## src/design/uart_modem_lines_consts.vh

```
// Constants for the modem-line and transmit-space block
`ifndef UART_MODEM_LINES_CONSTS_VH
`define UART_MODEM_LINES_CONSTS_VH

// ----------------------------------------------------------------
// Register bus layout
// ----------------------------------------------------------------
`define ADDR_W          5
`define DATA_W          8
`define CHAN_MSB        4
`define CHAN_LSB        3
`define IDX_MSB         2
`define IDX_LSB         0

// ----------------------------------------------------------------
// Register indices within one channel
// ----------------------------------------------------------------
`define IDX_MODEM_CTRL  3'h0
`define IDX_ENH_FEAT    3'h1
`define IDX_MODEM_STAT  3'h2
`define IDX_TX_STAT     3'h3
`define IDX_INT_MASK    3'h4

// ----------------------------------------------------------------
// Field positions
// ----------------------------------------------------------------
`define MCR_TERM_READY  0
`define MCR_REQ_SEND    1
`define EFR_AUTO_RTS    6
`define EFR_AUTO_CTS    7
`define MSR_CTS         4
`define TXS_SPACE       0
`define TXS_EMPTY       1
`define TXS_FULL        2

// ----------------------------------------------------------------
// Reset values and defaults
// ----------------------------------------------------------------
`define MCR_RESET       8'h00
`define EFR_RESET       8'h00
`define MASK_RESET      4'h0
`define PIN_IDLE        4'hf
`define RDATA_IDLE      8'h00
`define TX_DEPTH_DEF    64
`define LEVEL_W_DEF     7
`define NUM_CHAN_DEF    4

`endif

```

## src/design/uart_modem_lines_tx_ready.v

```verilog
// Modem handshake lines and transmit-space signalling for a four-channel UART
`timescale 1ns/10ps
`default_nettype none
`include "uart_modem_lines_consts.vh"

module uart_modem_lines_tx_ready #(
  parameter NUM_CHAN = `NUM_CHAN_DEF,
  parameter TX_DEPTH = `TX_DEPTH_DEF,
  parameter LEVEL_W  = `LEVEL_W_DEF
) (
  input  wire                        core_clk,
  input  wire                        sys_rst,
  // Register port
  input  wire [`ADDR_W-1:0]          reg_addr,
  input  wire [`DATA_W-1:0]          reg_wdata,
  input  wire                        reg_wr,
  input  wire                        reg_rd,
  output reg  [`DATA_W-1:0]          reg_rdata,
  // Transmit fill state from the UART core
  input  wire [NUM_CHAN*LEVEL_W-1:0] tx_level,
  input  wire [NUM_CHAN-1:0]         tx_fifo_enable,
  // Receiver asks the far end to pause
  input  wire [NUM_CHAN-1:0]         rx_halt,
  // Modem inputs, active low
  input  wire [NUM_CHAN-1:0]         cts_n,
  input  wire [NUM_CHAN-1:0]         dsr_n,
  input  wire [NUM_CHAN-1:0]         ring_indicate_n,
  input  wire [NUM_CHAN-1:0]         carrier_detect_n,
  // Modem outputs, active low
  output reg  [NUM_CHAN-1:0]         dtr_n,
  output reg  [NUM_CHAN-1:0]         rts_n,
  // Transmit space outputs, active low
  output reg  [NUM_CHAN-1:0]         chan_tx_space_ready_n,
  output reg                         all_tx_space_ready_n,
  // Transmitter may send
  output reg  [NUM_CHAN-1:0]         tx_enable,
  output reg                         irq
);

  // ----------------------------------------------------------------
  // Address decode
  // ----------------------------------------------------------------
  function sel_hit;
    input [`ADDR_W-1:0] addr;
    input integer       chan;
    input [2:0]         idx;
    reg   [1:0]         chan_bits;
    begin
      chan_bits = chan[1:0];
      sel_hit = (addr[`CHAN_MSB:`CHAN_LSB] == chan_bits) &&
                (addr[`IDX_MSB:`IDX_LSB] == idx);
    end
  endfunction

  // ----------------------------------------------------------------
  // Transmit capacity
  // ----------------------------------------------------------------
  // TX_DEPTH must fit in LEVEL_W bits, or full is flagged at the truncated, lower depth
  localparam [LEVEL_W-1:0] DEPTH_FULL = TX_DEPTH[LEVEL_W-1:0];
  localparam [LEVEL_W-1:0] DEPTH_THR  = {{(LEVEL_W-1){1'b0}}, 1'b1};

  // ----------------------------------------------------------------
  // Per-channel views
  // ----------------------------------------------------------------
  // Flattened per-channel state for the read mux
  wire [8*NUM_CHAN-1:0] mcr_flat;
  wire [8*NUM_CHAN-1:0] efr_flat;
  wire [8*NUM_CHAN-1:0] msr_flat;
  wire [8*NUM_CHAN-1:0] txs_flat;
  wire [4*NUM_CHAN-1:0] mask_flat;
  wire [NUM_CHAN-1:0]   space_vec;
  wire [NUM_CHAN-1:0]   int_vec;
  wire [NUM_CHAN-1:0]   next_dtr_n;
  wire [NUM_CHAN-1:0]   next_rts_n;
  wire [NUM_CHAN-1:0]   next_tx_enable;

  // ----------------------------------------------------------------
  // Per-channel logic
  // ----------------------------------------------------------------
  genvar g;
  generate
    for (g = 0; g < NUM_CHAN; g = g + 1) begin : chan
      reg  [7:0]         modem_control_reg;
      reg  [7:0]         enhanced_feature_reg;
      reg  [3:0]         mask;
      reg  [3:0]         delta;
      reg  [3:0]         meta;
      reg  [3:0]         sync;
      reg  [3:0]         prev;
      wire [3:0]         pins_n;
      wire [3:0]         events;
      wire [LEVEL_W-1:0] level;
      wire [LEVEL_W-1:0] cap;
      wire               msr_read;
      wire               wr_mcr;
      wire               wr_efr;
      wire               wr_mask;
      wire               auto_pause;
      wire               cts_gate;
      wire               tx_empty;

      // --------------------------------------------------------------
      // Input synchroniser
      // --------------------------------------------------------------
      // Order: carrier, ring, data-set, clear-to-send
      assign pins_n = {carrier_detect_n[g], ring_indicate_n[g], dsr_n[g], cts_n[g]};

      // Two flops; only the second is looked at
      always @(posedge core_clk) begin
        if (sys_rst) begin
          meta <= `PIN_IDLE;
          sync <= `PIN_IDLE;
          prev <= `PIN_IDLE;
        end else begin
          meta <= pins_n;
          sync <= meta;
          prev <= sync;
        end
      end

      // --------------------------------------------------------------
      // Change detection
      // --------------------------------------------------------------
      // Ring event only on the trailing edge of ringing (pin back to 1)
      assign events = {sync[3] ^ prev[3],
                       ~prev[2] & sync[2],
                       sync[1] ^ prev[1],
                       sync[0] ^ prev[0]};

      assign msr_read = reg_rd && sel_hit(reg_addr, g, `IDX_MODEM_STAT);

      // Sticky change bits, cleared by a read; a new event wins
      always @(posedge core_clk) begin
        if (sys_rst) begin
          delta <= 4'h0;
        end else begin
          delta <= events | (msr_read ? 4'h0 : delta);
        end
      end

      // --------------------------------------------------------------
      // Software registers
      // --------------------------------------------------------------
      assign wr_mcr  = reg_wr && sel_hit(reg_addr, g, `IDX_MODEM_CTRL);
      assign wr_efr  = reg_wr && sel_hit(reg_addr, g, `IDX_ENH_FEAT);
      assign wr_mask = reg_wr && sel_hit(reg_addr, g, `IDX_INT_MASK);

      always @(posedge core_clk) begin
        if (sys_rst) begin
          modem_control_reg  <= `MCR_RESET;
          enhanced_feature_reg  <= `EFR_RESET;
          mask <= `MASK_RESET;
        end else begin
          if (wr_mcr) begin
            modem_control_reg <= reg_wdata;
          end
          if (wr_efr) begin
            enhanced_feature_reg <= reg_wdata;
          end
          if (wr_mask) begin
            mask <= reg_wdata[3:0];
          end
        end
      end

      // --------------------------------------------------------------
      // Transmit space
      // --------------------------------------------------------------
      // With the FIFO off only the holding register counts
      assign level = tx_level[g*LEVEL_W +: LEVEL_W];
      assign cap   = tx_fifo_enable[g] ? DEPTH_FULL : DEPTH_THR;
      assign space_vec[g] = (level < cap);

      // --------------------------------------------------------------
      // Modem outputs and flow control
      // --------------------------------------------------------------
      assign next_dtr_n[g] = ~modem_control_reg[`MCR_TERM_READY];
      // Auto mode drops the request while the receiver wants a pause
      assign auto_pause    = enhanced_feature_reg[`EFR_AUTO_RTS] & rx_halt[g];
      assign next_rts_n[g] = ~(modem_control_reg[`MCR_REQ_SEND] & ~auto_pause);
      // Data-set-ready is deliberately absent from this term
      assign cts_gate          = ~enhanced_feature_reg[`EFR_AUTO_CTS] | ~sync[0];
      assign next_tx_enable[g] = cts_gate;

      // --------------------------------------------------------------
      // Interrupt and register views
      // --------------------------------------------------------------
      assign int_vec[g] = |(delta & mask);

      assign mcr_flat[8*g +: 8]  = modem_control_reg;
      assign efr_flat[8*g +: 8]  = enhanced_feature_reg;
      assign msr_flat[8*g +: 8]  = {~sync, delta};
      assign mask_flat[4*g +: 4] = mask;
      assign tx_empty            = (level == {LEVEL_W{1'b0}});
      assign txs_flat[8*g +: 8]  = {5'h00,
                                    ~space_vec[g],
                                    tx_empty,
                                    space_vec[g]};
    end
  endgenerate

  // ----------------------------------------------------------------
  // Read mux; unmapped indices read as zero
  // ----------------------------------------------------------------
  reg [`DATA_W-1:0] rd_mux;
  integer           k;

  always @* begin
    rd_mux = `RDATA_IDLE;
    for (k = 0; k < NUM_CHAN; k = k + 1) begin
      if (reg_addr[`CHAN_MSB:`CHAN_LSB] == k[1:0]) begin
        case (reg_addr[`IDX_MSB:`IDX_LSB])
          `IDX_MODEM_CTRL: begin
            rd_mux = mcr_flat[8*k +: 8];
          end
          `IDX_ENH_FEAT: begin
            rd_mux = efr_flat[8*k +: 8];
          end
          `IDX_MODEM_STAT: begin
            rd_mux = msr_flat[8*k +: 8];
          end
          `IDX_TX_STAT: begin
            rd_mux = txs_flat[8*k +: 8];
          end
          `IDX_INT_MASK: begin
            rd_mux = {4'h0, mask_flat[4*k +: 4]};
          end
          default: begin
            rd_mux = `RDATA_IDLE;
          end
        endcase
      end
    end
  end

  // ----------------------------------------------------------------
  // Read data register
  // ----------------------------------------------------------------
  // Data stands only in the cycle after the read strobe
  always @(posedge core_clk) begin
    if (sys_rst) begin
      reg_rdata <= `RDATA_IDLE;
    end else begin
      reg_rdata <= reg_rd ? rd_mux : `RDATA_IDLE;
    end
  end

  // ----------------------------------------------------------------
  // Modem output flops
  // ----------------------------------------------------------------
  always @(posedge core_clk) begin
    if (sys_rst) begin
      dtr_n <= {NUM_CHAN{1'b1}};
      rts_n <= {NUM_CHAN{1'b1}};
    end else begin
      dtr_n <= next_dtr_n;
      rts_n <= next_rts_n;
    end
  end

  // ----------------------------------------------------------------
  // Transmit space flops
  // ----------------------------------------------------------------
  always @(posedge core_clk) begin
    if (sys_rst) begin
      chan_tx_space_ready_n <= {NUM_CHAN{1'b1}};
      all_tx_space_ready_n  <= 1'b1;
    end else begin
      chan_tx_space_ready_n <= ~space_vec;
      all_tx_space_ready_n  <= ~(|space_vec);
    end
  end

  // ----------------------------------------------------------------
  // Flow gate and interrupt flops
  // ----------------------------------------------------------------
  always @(posedge core_clk) begin
    if (sys_rst) begin
      tx_enable <= {NUM_CHAN{1'b0}};
      irq       <= 1'b0;
    end else begin
      tx_enable <= next_tx_enable;
      irq       <= |int_vec;
    end
  end

endmodule
`default_nettype wire

```

## config.mk

```make
export PLATFORM = sky130hd
export DESIGN_NAME = uart_modem_lines_tx_ready
export DESIGN_NICKNAME = d
export VERILOG_FILES = /design/src/design/uart_modem_lines_tx_ready.v
export VERILOG_INCLUDE_DIRS = /design/src /design/src/design
export SDC_FILE = /design/constraint.sdc
export NUM_CORES = 1
export LEC_CHECK = 0
export BUFFER_PORTS_ARGS = -buffer_cell sky130_fd_sc_hd__buf_2
export CAP_MARGIN = 30
export CORE_ASPECT_RATIO = 1.4
export CORE_UTILIZATION = 38
export DETAILED_ROUTE_END_ITERATION = 7
export PLACE_DENSITY = 0.6
export SYNTH_ARGS = -nofsm -noshare
export SYNTH_HDL_FRONTEND = slang
export SYNTH_SLANG_ARGS = --single-unit
```

## constraint.sdc

```tcl
create_clock -name core_clk -period 5.5 [get_ports core_clk]
set_input_delay 1.1 -clock core_clk [delete_from_list [all_inputs] [get_ports core_clk]]
set_output_delay 1.1 -clock core_clk [all_outputs]
set_load 0.03 [all_outputs]
```

* Word-level counts from Yosys, hierarchy flattened
Cells that the tools add are included.
Storage, ports and cells: input bits 69, register bits 170, output and inout bits 26, word-level logic and storage cells 174
Cells by class: equal/unequal tests 7, mux-type cells 16, reduce and logical (&&, ||, !) cells 41, $lt $le $gt $ge 4, bitwise gates (word level) 71
Operator list (number):
- one-hot mux 8 bit (5 select lines) | 4
- logical AND 1 bit | 32
- 2-to-1 mux 8 bit | 4
- NOT 1 bit | 30
- logical NOT 7 bit | 4
- less-than comparator 7 bit | 4
- 2-to-1 mux 7 bit | 4
- NOT 4 bit | 5
- AND 4 bit | 4
- 2-to-1 mux 4 bit | 4
- OR 4 bit | 4
- OR reduction 16 bit | 1
- AND 1 bit | 12
- XOR 1 bit | 12
- == test 3 x 2 -> 1 bit (second input constant) | 2
- == test 2 bit (second input constant) | 2
- OR 1 bit | 4
- OR reduction 4 bit | 1
- == test 3 x 1 -> 1 bit (second input constant) | 1
- == test 3 bit (second input constant) | 1
- logical NOT 3 bit | 1
- == test 2 x 1 -> 1 bit (second input constant) | 1
- logical NOT 2 bit | 1
- OR reduction 2 bit | 1

* Depth between registers and ports, before layout
Gate-level depths: netlist (run 1).
depth after elaboration 8, depth in mapped cells 8, mapped depth without buffers 7

* Worst setup path after synthesis (run 1)
OpenSTA, ideal clock, no wires.
kind input port to flip-flop, start in tx_fifo_enable[1], end reg reg_rdata[0], buffers on the path 0, arrival 2464 ps, cell stages on the path 7, library setup time 70 ps, path slack 2966 ps, data required time 5430 ps, path through inv_1 > ha_1 > or4_1 > o22ai_1 > a221oi_1 > a31o_2 > a21oi_1
On the way: longest elaborated chain between the ends 6
RTL lines:
- start, declared | line uart_modem_lines_tx_ready.v:21 | input wire [NUM_CHAN-1:0] tx_fifo_enable,
- 2-to-1 mux 7 bit | line uart_modem_lines_tx_ready.v:171 | assign cap = tx_fifo_enable[g] ? DEPTH_FULL : DEPTH_THR;
- less-than comparator 7 bit | line uart_modem_lines_tx_ready.v:172 | assign space_vec[g] = (level < cap);
- one-hot mux 8 bit (5 select lines) | line uart_modem_lines_tx_ready.v:212 | case (reg_addr[`IDX_MSB:`IDX_LSB])
- 2-to-1 mux 8 bit (3 in a row) | line uart_modem_lines_tx_ready.v:211 | if (reg_addr[`CHAN_MSB:`CHAN_LSB] == k[1:0]) begin
- end signal, assigned | line uart_modem_lines_tx_ready.v:242 | reg_rdata <= `RDATA_IDLE;
- end signal, assigned | line uart_modem_lines_tx_ready.v:244 | reg_rdata <= reg_rd ? rd_mux : `RDATA_IDLE;
- end, declared | line uart_modem_lines_tx_ready.v:18 | output reg [`DATA_W-1:0] reg_rdata,
No other way between the ends. A chain may end at the register's enable or synchronous reset.

* Final worst setup path (run 1)
start in reg_addr[0], end reg chan[3].enhanced_feature_reg[7]
On the way: longest elaborated chain between the ends 3
RTL lines:
- start, declared | line uart_modem_lines_tx_ready.v:14 | input wire [`ADDR_W-1:0] reg_addr,
- == test 3 x 1 -> 1 bit | line uart_modem_lines_tx_ready.v:51 | (addr[`IDX_MSB:`IDX_LSB] == idx);
- logical AND 1 bit | line uart_modem_lines_tx_ready.v:50 | sel_hit = (addr[`CHAN_MSB:`CHAN_LSB] == chan_bits) &&
- logical AND 1 bit | line uart_modem_lines_tx_ready.v:145 | assign wr_efr = reg_wr && sel_hit(reg_addr, g, `IDX_ENH_FEAT);
- end signal, assigned | line uart_modem_lines_tx_ready.v:151 | enhanced_feature_reg <= `EFR_RESET;
- end signal, assigned | line uart_modem_lines_tx_ready.v:158 | enhanced_feature_reg <= reg_wdata;
- end, declared | line uart_modem_lines_tx_ready.v:84 | reg [7:0] enhanced_feature_reg;
No other way between the ends.

==> results of run 1 <==
## worst register-to-register path: stages, from the launching register on
cell and delay [ns]:
dfxtp_1 0.36, mux2i_1 0.09, o31ai_1 0.36, a221oi_1 0.13, a31o_2 0.24, a21oi_1 0.15
## logic make-up (layout without fill, tap and decap cells)
group                      count (synthesis)  count (layout)  synth area share [%]
buffers and inverters                     61             140                  4.05
xor gates and xnor gates                  12              12                  1.51
AOI/OAI and AO/OA                        143             143                  12.8
and+or+nand+nor                          281             281                  20.4
muxes                                     80              80                  11.6
adders and majority gates                  4               4                 0.720
DFF                                      170             170                  49.0
## cell usage in the layout (no fill, tap or decap), drive strengths merged, types with 9 or more instances in the layout
cell    count
dfxtp     170
xor2       12
or2        54
mux2i      75
buf       100
a22oi      10
o21ai      19
o211ai      9
inv        11
nand3      34
nand2      44
clkbuf     21
a21oi      65
nor2       96
## routing by layer
layer / vias up / routed length [um]
met4: 0 / 871
met5: - / 0
met2: 235 / 9420
met3: 51 / 1330
met1: 2627 / 8110
li1: 2738 / -
## layout make-up
type / instances / area [um2] / area share, %
sequential: 170 / 3400 / 41.9
multi-input combinational: 520 / 3270 / 40.3
timing repair buffer: 100 / 518 / 6.38
clock buffer: 21 / 480 / 5.92
tap: 240 / 300 / 3.70
clock inverter: 11 / 109 / 1.34
inverter: 8 / 30.0 / 0.370
## stage by stage
| stage | hold WS, ns | power, mW |
|---|---|---|
| floorplan | 0.380 | 1.44 |
| global placement | 0.392 | 1.52 |
| detailed placement | 0.392 | 1.52 |
| CTS | 0.408 | 2.70 |
| global route | 0.420 | 2.78 |
| finish | 0.406 | 2.68 |
## final timing paths
check                                                       end  slack, ns  cells past startpoint
worst max-delay path            chan[3].enhanced_feature_reg[7]       2.50                      6
worst min-delay path                            chan[2].sync[2]       0.41                      1
worst max register to register                     reg_rdata[0]       4.08                      5
worst min register to register                  chan[2].sync[2]       0.41                      1
## power by group through the flow
stage | sequential [mW] | combinational, mW | clock, mW
final | 1.29 | 0.213 | 1.18
after global routing | 1.29 | 0.232 | 1.26
after CTS | 1.29 | 0.212 | 1.21
after global placement | 1.31 | 0.211 | 0
after floorplan | 1.32 | 0.127 | 0
after detailed placement | 1.31 | 0.211 | 0
==> results.py, run 1 <==
metrics = {
    "clock_network": {
        "cts_resized": 0,
        "cts_tree": "done",
        "cts_inserted_buffers": 17,
        "clock_sinks": 170,
        "clockRootBuffer": "clkbuf_16",
        "cts_hold_buf": 0,
        "cts.clk_slew.worst_paths_ns": 0.06,
        "clk_latency_ns": 0.43,
        "post_cts_buffers": 0,
        "cts-htree-levels": 4,
        "cts_buffer_depth": 2,
    },
    "logic_synthesis": {
        "postSynthAreaPerCell_um2": 9.25,
        "synth_top_area_cell": "dfxtp_1",
        "synth_cell_types": 54,
        "synthFlopType": "dfxtp_1",
        "ys_seq_area_share_pct": 49.0,
        "netlist.area_leader.share_pct": 49.0,
        "synth_edf_count": 0,
        "syn_area_um2": 6950,
        "synth_seq_cells": 170,
        "netlist_instances": 751,
        "yosysMostFrequentCell": "dfxtp_1",
        "synth_area_leaders": "dfxtp_1 49%, mux2i_1 11%, nor2_1 5.2%, or2_2 4.9%, a21oi_1 4.7%",
        "syn_nets": 824,
        "synthArstFlopShare_pct": 0,
        "yosysWarnings": 0,
        "synthTopCellsByCount": "170 x dfxtp_1, 96 x nor2_1, 75 x mux2i_1",
    },
    "layout": {
        "design_area_um2": 8110,
        "area_growth_pct": 16.8,
        "drive_above_1_share_pct": 24.5,
        "n_fill_cell": 1767,
        "diodes": 0,
        "fin_nets": 890,
        "instances_no_fill": 1070,
        "final_core_util_pct": 45.3,
    },
    "timing": {
        "maxSlewViolCount": 0,
        "setup_viol": 0,
        "timing.final.crit_share_pct": 54.6,
        "worst_slew_pin_slew_ns": 0.976,
        "hold_viol": 0,
        "fin_worst_skew_ns": 0.00874,
        "period_minus_slack_ns": 3.00,
        "finalSetupTns_ns": 0,
        "fin_ws_ns": 2.50,
        "grt_setup_unrepaired": "false",
        "slew_headroom_pct": 34.6,
        "clock.fmax_ghz": 0.333,
    },
    "power_and_ir_drop": {
        "pwr_density_cell_nw_per_um2": 330,
        "switching_power_uw": 662,
        "leakage_nw": 3.52,
        "comb_power_share_pct": 7.9,
        "pwr-share-seq_pct": 48.0,
        "internal_power_mw": 2.02,
        "vdd_drop_max_uv": 170,
        "pwr-share-clk_pct": 44.0,
        "p_sw_share_pct": 24.7,
    },
    "grt": {
        "grt_pass1_vias": 5364,
        "grt_max_degree": 110,
        "grt_usage_pct": 21.8,
        "antenna_found_initial": 0,
        "use_met3_pct": 4.25,
        "grt.met2_usage_pct": 35.2,
        "busiest_layer": "met2",
        "grt_overflow": 0,
        "grt_util_met1_pct": 26.8,
        "grt_pass1_wl_mm": 30.3,
    },
    "route": {
        "avgViaCountPerCell": 5.28,
        "route.detailed.drc": 0,
        "vias": 5651,
        "first_pass_iters": 6,
        "wl_per_cell_um": 18.4,
        "antenna_left": 0,
        "drtIter0Drc": 501,
        "routed_wl_mm": 19.7,
    },
    "floorplanning": {
        "die_x_um": 116,
        "num_rows": 58,
        "io_pins": 95,
        "start_util_pct": 38.8,
        "die_area_um2": 18800,
        "core-area_um2": 17900,
        "die_y_um": 162,
    },
    "worst_setup_path": {
        "max_stage_delay_ns": 0.57,
        "path_delay_family": "simple AND/OR/NAND/NOR gates",
        "cp.required_ns": 5.78,
        "crit_path_start": "reg_addr[0]",
        "worst-path-buf-inv": 2,
        "cp_max_fo": 31,
        "critPathKind": "in2reg",
        "cp_cell_sequence": "buf_2 -> nor3b_2 -> buf_4 -> nand3_1 -> mux2i_1 -> nor2_1",
        "start_kind": "input port",
        "worstPathArrival_ns": 3.28,
        "reg2reg_from": "chan[1].modem_control_reg[0]",
        "critical_path.slowest_cell": "buf_2",
        "crit_path_end_kind": "flop",
    },
    "place": {
        "placed_cells": 1038,
        "placed_cell_area_um2": 7520,
        "io_buffers": 94,
        "pre_cts_slack_ns": 2.10,
        "place_congestion": 0.874,
        "hpwl_mm": 13.6,
    },
    "run": {
        "maxCapViolCount": 0,
    },
    "worst_hold_path": {
        "min_from": "chan[2].meta[2]",
        "hp-class": "reg2reg",
    },
    "status": {
        "outcome": "finished, final reports clean",
    },
}
(Power assumes the default switching activity.)
==> run 2, diff against run 1 <==
PLACE_DENSITY = 0.62   (was 0.6)
clock period = 2.75 ns   (was 5.5 ns; I/O delays follow)
==> results.py, run 2 (synthesis results as in run 1) <==
metrics = {
    "grt": {
        "grt_pass1_wl_mm": 29.8,
        "grt_max_degree": 163,
        "grt_pass1_vias": 5447,
        "antenna_found_initial": 0,
        "grt_usage_pct": 21.6,
        "grt_overflow": 0,
    },
    "route": {
        "antenna_left": 0,
        "vias": 5707,
        "first_pass_iters": 5,
        "routed_wl_mm": 19.4,
        "avgViaCountPerCell": 5.24,
        "drtIter0Drc": 348,
        "route.detailed.drc": 0,
        "wl_per_cell_um": 17.9,
    },
    "status": {
        "outcome": "finished, final reports clean",
    },
    "run": {
        "maxCapViolCount": 0,
    },
    "floorplanning": {
        "core-area_um2": 17900,
        "die_y_um": 162,
        "die_area_um2": 18800,
        "io_pins": 95,
        "num_rows": 58,
        "start_util_pct": 38.8,
        "die_x_um": 116,
    },
    "place": {
        "hpwl_mm": 13.7,
        "place_congestion": 0.904,
        "io_buffers": 94,
        "pre_cts_slack_ns": 0.443,
    },
    "timing": {
        "hold_viol": 0,
        "finalSetupTns_ns": 0,
        "holdWs_ns": 0.298,
        "grt_setup_unrepaired": "false",
        "clock.fmax_ghz": 0.521,
        "setup_viol": 0,
        "fin_ws_ns": 0.830,
        "slew_headroom_pct": 58.8,
        "period_minus_slack_ns": 1.92,
        "worst_slew_pin_slew_ns": 0.617,
        "fin_worst_skew_ns": 0.00854,
        "maxSlewViolCount": 0,
        "timing.final.crit_share_pct": 69.8,
    },
    "worst_setup_path": {
        "worstPathArrival_ns": 2.22,
        "crit_path_end_kind": "flop",
        "cp_max_fo": 4,
        "critPathKind": "in2reg",
        "cp.required_ns": 3.05,
        "start_kind": "input port",
    },
    "clock_network": {
        "cts_hold_buf": 0,
        "cts-htree-levels": 4,
        "cts.clk_slew.worst_paths_ns": 0.06,
        "clockRootBuffer": "clkbuf_16",
        "cts_resized": 0,
        "cts_inserted_buffers": 17,
        "post_cts_buffers": 0,
        "cts_tree": "done",
        "clock_sinks": 170,
        "clk_latency_ns": 0.43,
        "cts_buffer_depth": 2,
    },
    "power_and_ir_drop": {
        "switching_power_mw": 1.29,
        "vdd_drop_max_uv": 349,
        "internal_power_mw": 4.36,
        "p_sw_share_pct": 22.8,
        "pwr_density_cell_nw_per_um2": 678,
        "pwr-share-clk_pct": 46.7,
        "pwr-share-seq_pct": 45.6,
        "leakage_nw": 3.63,
        "comb_power_share_pct": 7.7,
    },
    "layout": {
        "area_growth_pct": 19.9,
        "drive_above_1_share_pct": 25.7,
        "fin_nets": 909,
        "diodes": 0,
        "most-common-layout-cells": "170 x dfxtp_1, 96 x nor2_1, 93 x buf_2, 75 x mux2i_1, 65 x a21oi_1",
        "final_common_cell": "dfxtp_1",
    },
    "worst_hold_path": {
        "hp-class": "in2reg",
    },
}
## run 2: critical path: stages
cell and delay (ns):
buf_2 0.12, ha_1 0.20, or4_1 0.41, o22ai_1 0.34
nor2_1 0.07, a2111oi_0 0.41, nor4_1 0.12
## run 2: power groups by stage
stage | Clock, mW | Combinational (mW) | Sequential, mW
finish | 2.63 | 0.436 | 2.57
global route | 2.78 | 0.475 | 2.58
CTS | 2.68 | 0.434 | 2.57
detailed placement | 0 | 0.431 | 2.63
global placement | 0 | 0.430 | 2.63
floorplan | 0 | 0.254 | 2.63
## run 2: routing by layer
| metal | share of wire (%) | vias up | global-route usage [%] |
|---|---|---|---|
| li1 | - | 2773 | - |
| met1 | 40 | 2666 | 25.3 |
| met3 | 5.3 | 58 | 4.14 |
| met2 | 50 | 210 | 36.1 |
| met5 | 0 | - | 0 |
| met4 | 4.8 | 0 | 12.6 |
## run 2: metrics by stage
stage	utilization (%)	instance area (um2)	power (mW)	cells
global placement	42.8	7670	3.06	1057
CTS	46.5	8330	5.68	1089
floorplan	-	6950	2.89	751
finish	46.5	8330	5.64	1089
global route	46.5	8330	5.83	1089
detailed placement	42.8	7670	3.06	1057
## run 2: final cells by class
| class | instances | area [um2] |
|---|---|---|
| Inverter | 8 | 30.0 |
| Clock buffer | 22 | 464 |
| Tap cell | 240 | 300 |
| Clock inverter | 10 | 190 |
| Multi-Input combinational cell | 520 | 3270 |
| Sequential cell | 170 | 3400 |
| Fill cell | 1750 | 9600 |
| Timing Repair Buffer | 119 | 673 |
## run 2: worst paths after layout
check                                                   from              end  slack (ns)  cells after the start
worst max-delay path                             tx_level[6]     reg_rdata[2]        0.83                      7
worst min register to register               chan[1].meta[1]  chan[1].sync[1]        0.41                      1
worst min-delay path                     carrier_detect_n[0]  chan[0].meta[3]        0.30                      2
worst max register to register  chan[1].modem_control_reg[1]     reg_rdata[1]        1.46                      4
==> run 3, diff against run 2 <==
ABC_AREA = 1   (was not set)
clock period = 1.7 ns   (was 2.75 ns; I/O delays follow)
==> results.py, run 3 <==
metrics = {
    "layout": {
        "final_core_util_pct": 47.9,
        "design_area_um2": 8410,
        "diodes": 0,
        "drive_above_1_share_pct": 23.5,
        "most-common-layout-cells": "170 x dfxtp_1, 165 x nor2_1, 148 x nand2_1, 94 x o21ai_0, 94 x buf_2",
        "fin_nets": 1098,
        "final_common_cell": "dfxtp_1",
        "area_growth_pct": 22.4,
    },
    "route": {
        "routed_wl_mm": 19.5,
        "avgViaCountPerCell": 4.85,
        "vias": 6178,
        "first_pass_iters": 6,
        "drtIter0Drc": 357,
        "route.detailed.drc": 0,
        "wl_per_cell_um": 15.3,
        "antenna_left": 0,
    },
    "floorplanning": {
        "die_area_um2": 18600,
        "die_y_um": 161,
        "start_util_pct": 39.2,
        "io_pins": 95,
        "num_rows": 57,
        "die_x_um": 116,
        "core-area_um2": 17500,
    },
    "worst_setup_path": {
        "worstPathArrival_ns": 1.05,
        "reg2reg_from": "chan[0].mask[2]",
        "start_kind": "flop",
        "critPathKind": "reg2out",
        "ff2ff_path_depth": 6,
        "cp_cell_sequence": "buf_2",
        "critical_path.slowest_cell": "dfxtp_1",
        "worst-path-buf-inv": 1,
        "crit_path_end_kind": "primary output",
        "reg2reg_to": "reg_rdata[2]",
        "cp.required_ns": 1.36,
        "ff2ff_setup_slack_ns": 0.59,
        "path_delay_family": "flip-flops",
        "max_stage_delay_ns": 0.39,
        "cp_max_fo": 1,
    },
    "timing": {
        "setup_viol": 0,
        "slew_headroom_pct": 69.5,
        "clock.fmax_ghz": 0.721,
        "fin_worst_skew_ns": 0.0164,
        "maxSlewViolCount": 0,
        "fin_ws_ns": 0.312,
        "grt_setup_unrepaired": "false",
        "hold_viol": 0,
        "timing.final.crit_share_pct": 81.6,
        "period_minus_slack_ns": 1.39,
        "worst_slew_pin_slew_ns": 0.458,
    },
    "status": {
        "outcome": "finished, final reports clean",
    },
    "grt": {
        "grt_usage_pct": 22.0,
        "antenna_found_initial": 0,
        "grt_overflow": 0,
        "grt_pass1_vias": 5907,
        "grt_pass1_wl_mm": 30.8,
        "grt_max_degree": 95,
    },
    "logic_synthesis": {
        "synthArstFlopShare_pct": 0,
        "syn_nets": 980,
        "ys_seq_area_share_pct": 49.5,
        "netlist_instances": 907,
        "synth_area_leaders": "dfxtp_1 50%, nor2_1 9.0%, nand2_1 8.1%, o21ai_0 6.8%, or2_2 4.6%",
        "synth_edf_count": 0,
        "synth_top_area_cell": "dfxtp_1",
        "synthTopCellsByCount": "170 x dfxtp_1, 165 x nor2_1, 148 x nand2_1",
        "synth_seq_cells": 170,
        "synthFlopType": "dfxtp_1",
        "postSynthAreaPerCell_um2": 7.57,
        "yosysMostFrequentCell": "dfxtp_1",
        "netlist.area_leader.share_pct": 49.5,
        "yosysWarnings": 0,
        "syn_area_um2": 6870,
        "synth_cell_types": 35,
    },
    "worst_hold_path": {
        "hp-class": "in2reg",
        "min_to": "chan[2].meta[2]",
        "whs_path_depth": 2,
        "min_from": "ring_indicate_n[2]",
    },
    "run": {
        "maxCapViolCount": 0,
    },
    "clock_network": {
        "post_cts_buffers": 0,
        "clk_latency_ns": 0.44,
        "cts_buffer_depth": 2,
        "cts_inserted_buffers": 17,
        "cts_resized": 0,
        "clock_sinks": 170,
        "cts_hold_buf": 0,
        "cts.clk_slew.worst_paths_ns": 0.07,
        "cts-htree-levels": 4,
        "cts_tree": "done",
        "clockRootBuffer": "clkbuf_16",
    },
    "power_and_ir_drop": {
        "pwr_density_cell_nw_per_um2": 1030,
        "leakage_nw": 3.55,
        "vdd_drop_max_uv": 709,
    },
    "place": {
        "io_buffers": 94,
        "place_congestion": 0.901,
        "pre_cts_slack_ns": -0.0311,
        "placed_cell_area_um2": 7830,
        "hpwl_mm": 14.5,
    },
}
==> run 3: changes by cell type after synthesis, sizes merged, moves of 12 or more <==
cell and delta:
nand2 +105, nor2 +79, o21ai +76, mux2i -75, inv +65, clkbuf -17
xnor2 +12, xor2 -12
==> run 3: per-layer routing <==
layer	global-route usage [%]	wire length, um
met3	3.71	756
met2	38.2	9620
met1	25.3	8270
met4	12.6	879
met5	0	0
==> run 3: final cells by class <==
cell class,instances,area (um2)
fillers,1796,9140
flip-flops and latches,170,3400
multi-input cells,626,3020
repair buffers,136,836
clock buffers,18,439
well taps,236,295
inverters,74,278
clock inverters,14,134
==> run 3: worst max-delay path by stage <==
stage / from / endpoint / slack (ns) / cells after the start
6_report: reg_rdata[4] / reg_rdata[4] / 0.31 / 1
2_1_floorplan: tx_fifo_enable[2] / reg_rdata[2] / 0.27 / 11
5_1_grt: tx_fifo_enable[2] / reg_rdata[2] / 0.28 / 12
4_1_cts: reg_rdata[5] / reg_rdata[5] / 0.28 / 1
3_5_place_dp: reg_addr[0] / reg_rdata[0] / -0.03 / 9
3_3_place_gp: reg_addr[0] / reg_rdata[0] / -0.02 / 9
==> run 3: logic make-up after synthesis <==
| logic type | synth area share [%] |
|---|---|
| simple gates | 27.5 |
| compound gates | 14.3 |
| flops | 49.5 |
| buf+inv | 6.48 |
| xor+xnor | 1.53 |
| fa+ha+maj | 0.728 |
==> run 3: metrics by stage <==
stage	total power, mW	hold WS (ns)	cells	TNS, ns
after CTS	8.75	0.0664	1274	0
final	8.67	0.0852	1274	0
after global placement	4.97	0.371	1242	-0.0204
after floorplan	4.65	0.366	907	0
after detailed placement	4.97	0.374	1242	-0.131
after global routing	8.98	0.0738	1274	0
==> run 3: where the power goes <==
group          internal, mW  switching [mW]  leakage [nW]
logic                 0.280           0.434          1.90
clock network          2.08            1.71         0.267
registers              4.10          0.0699          1.39
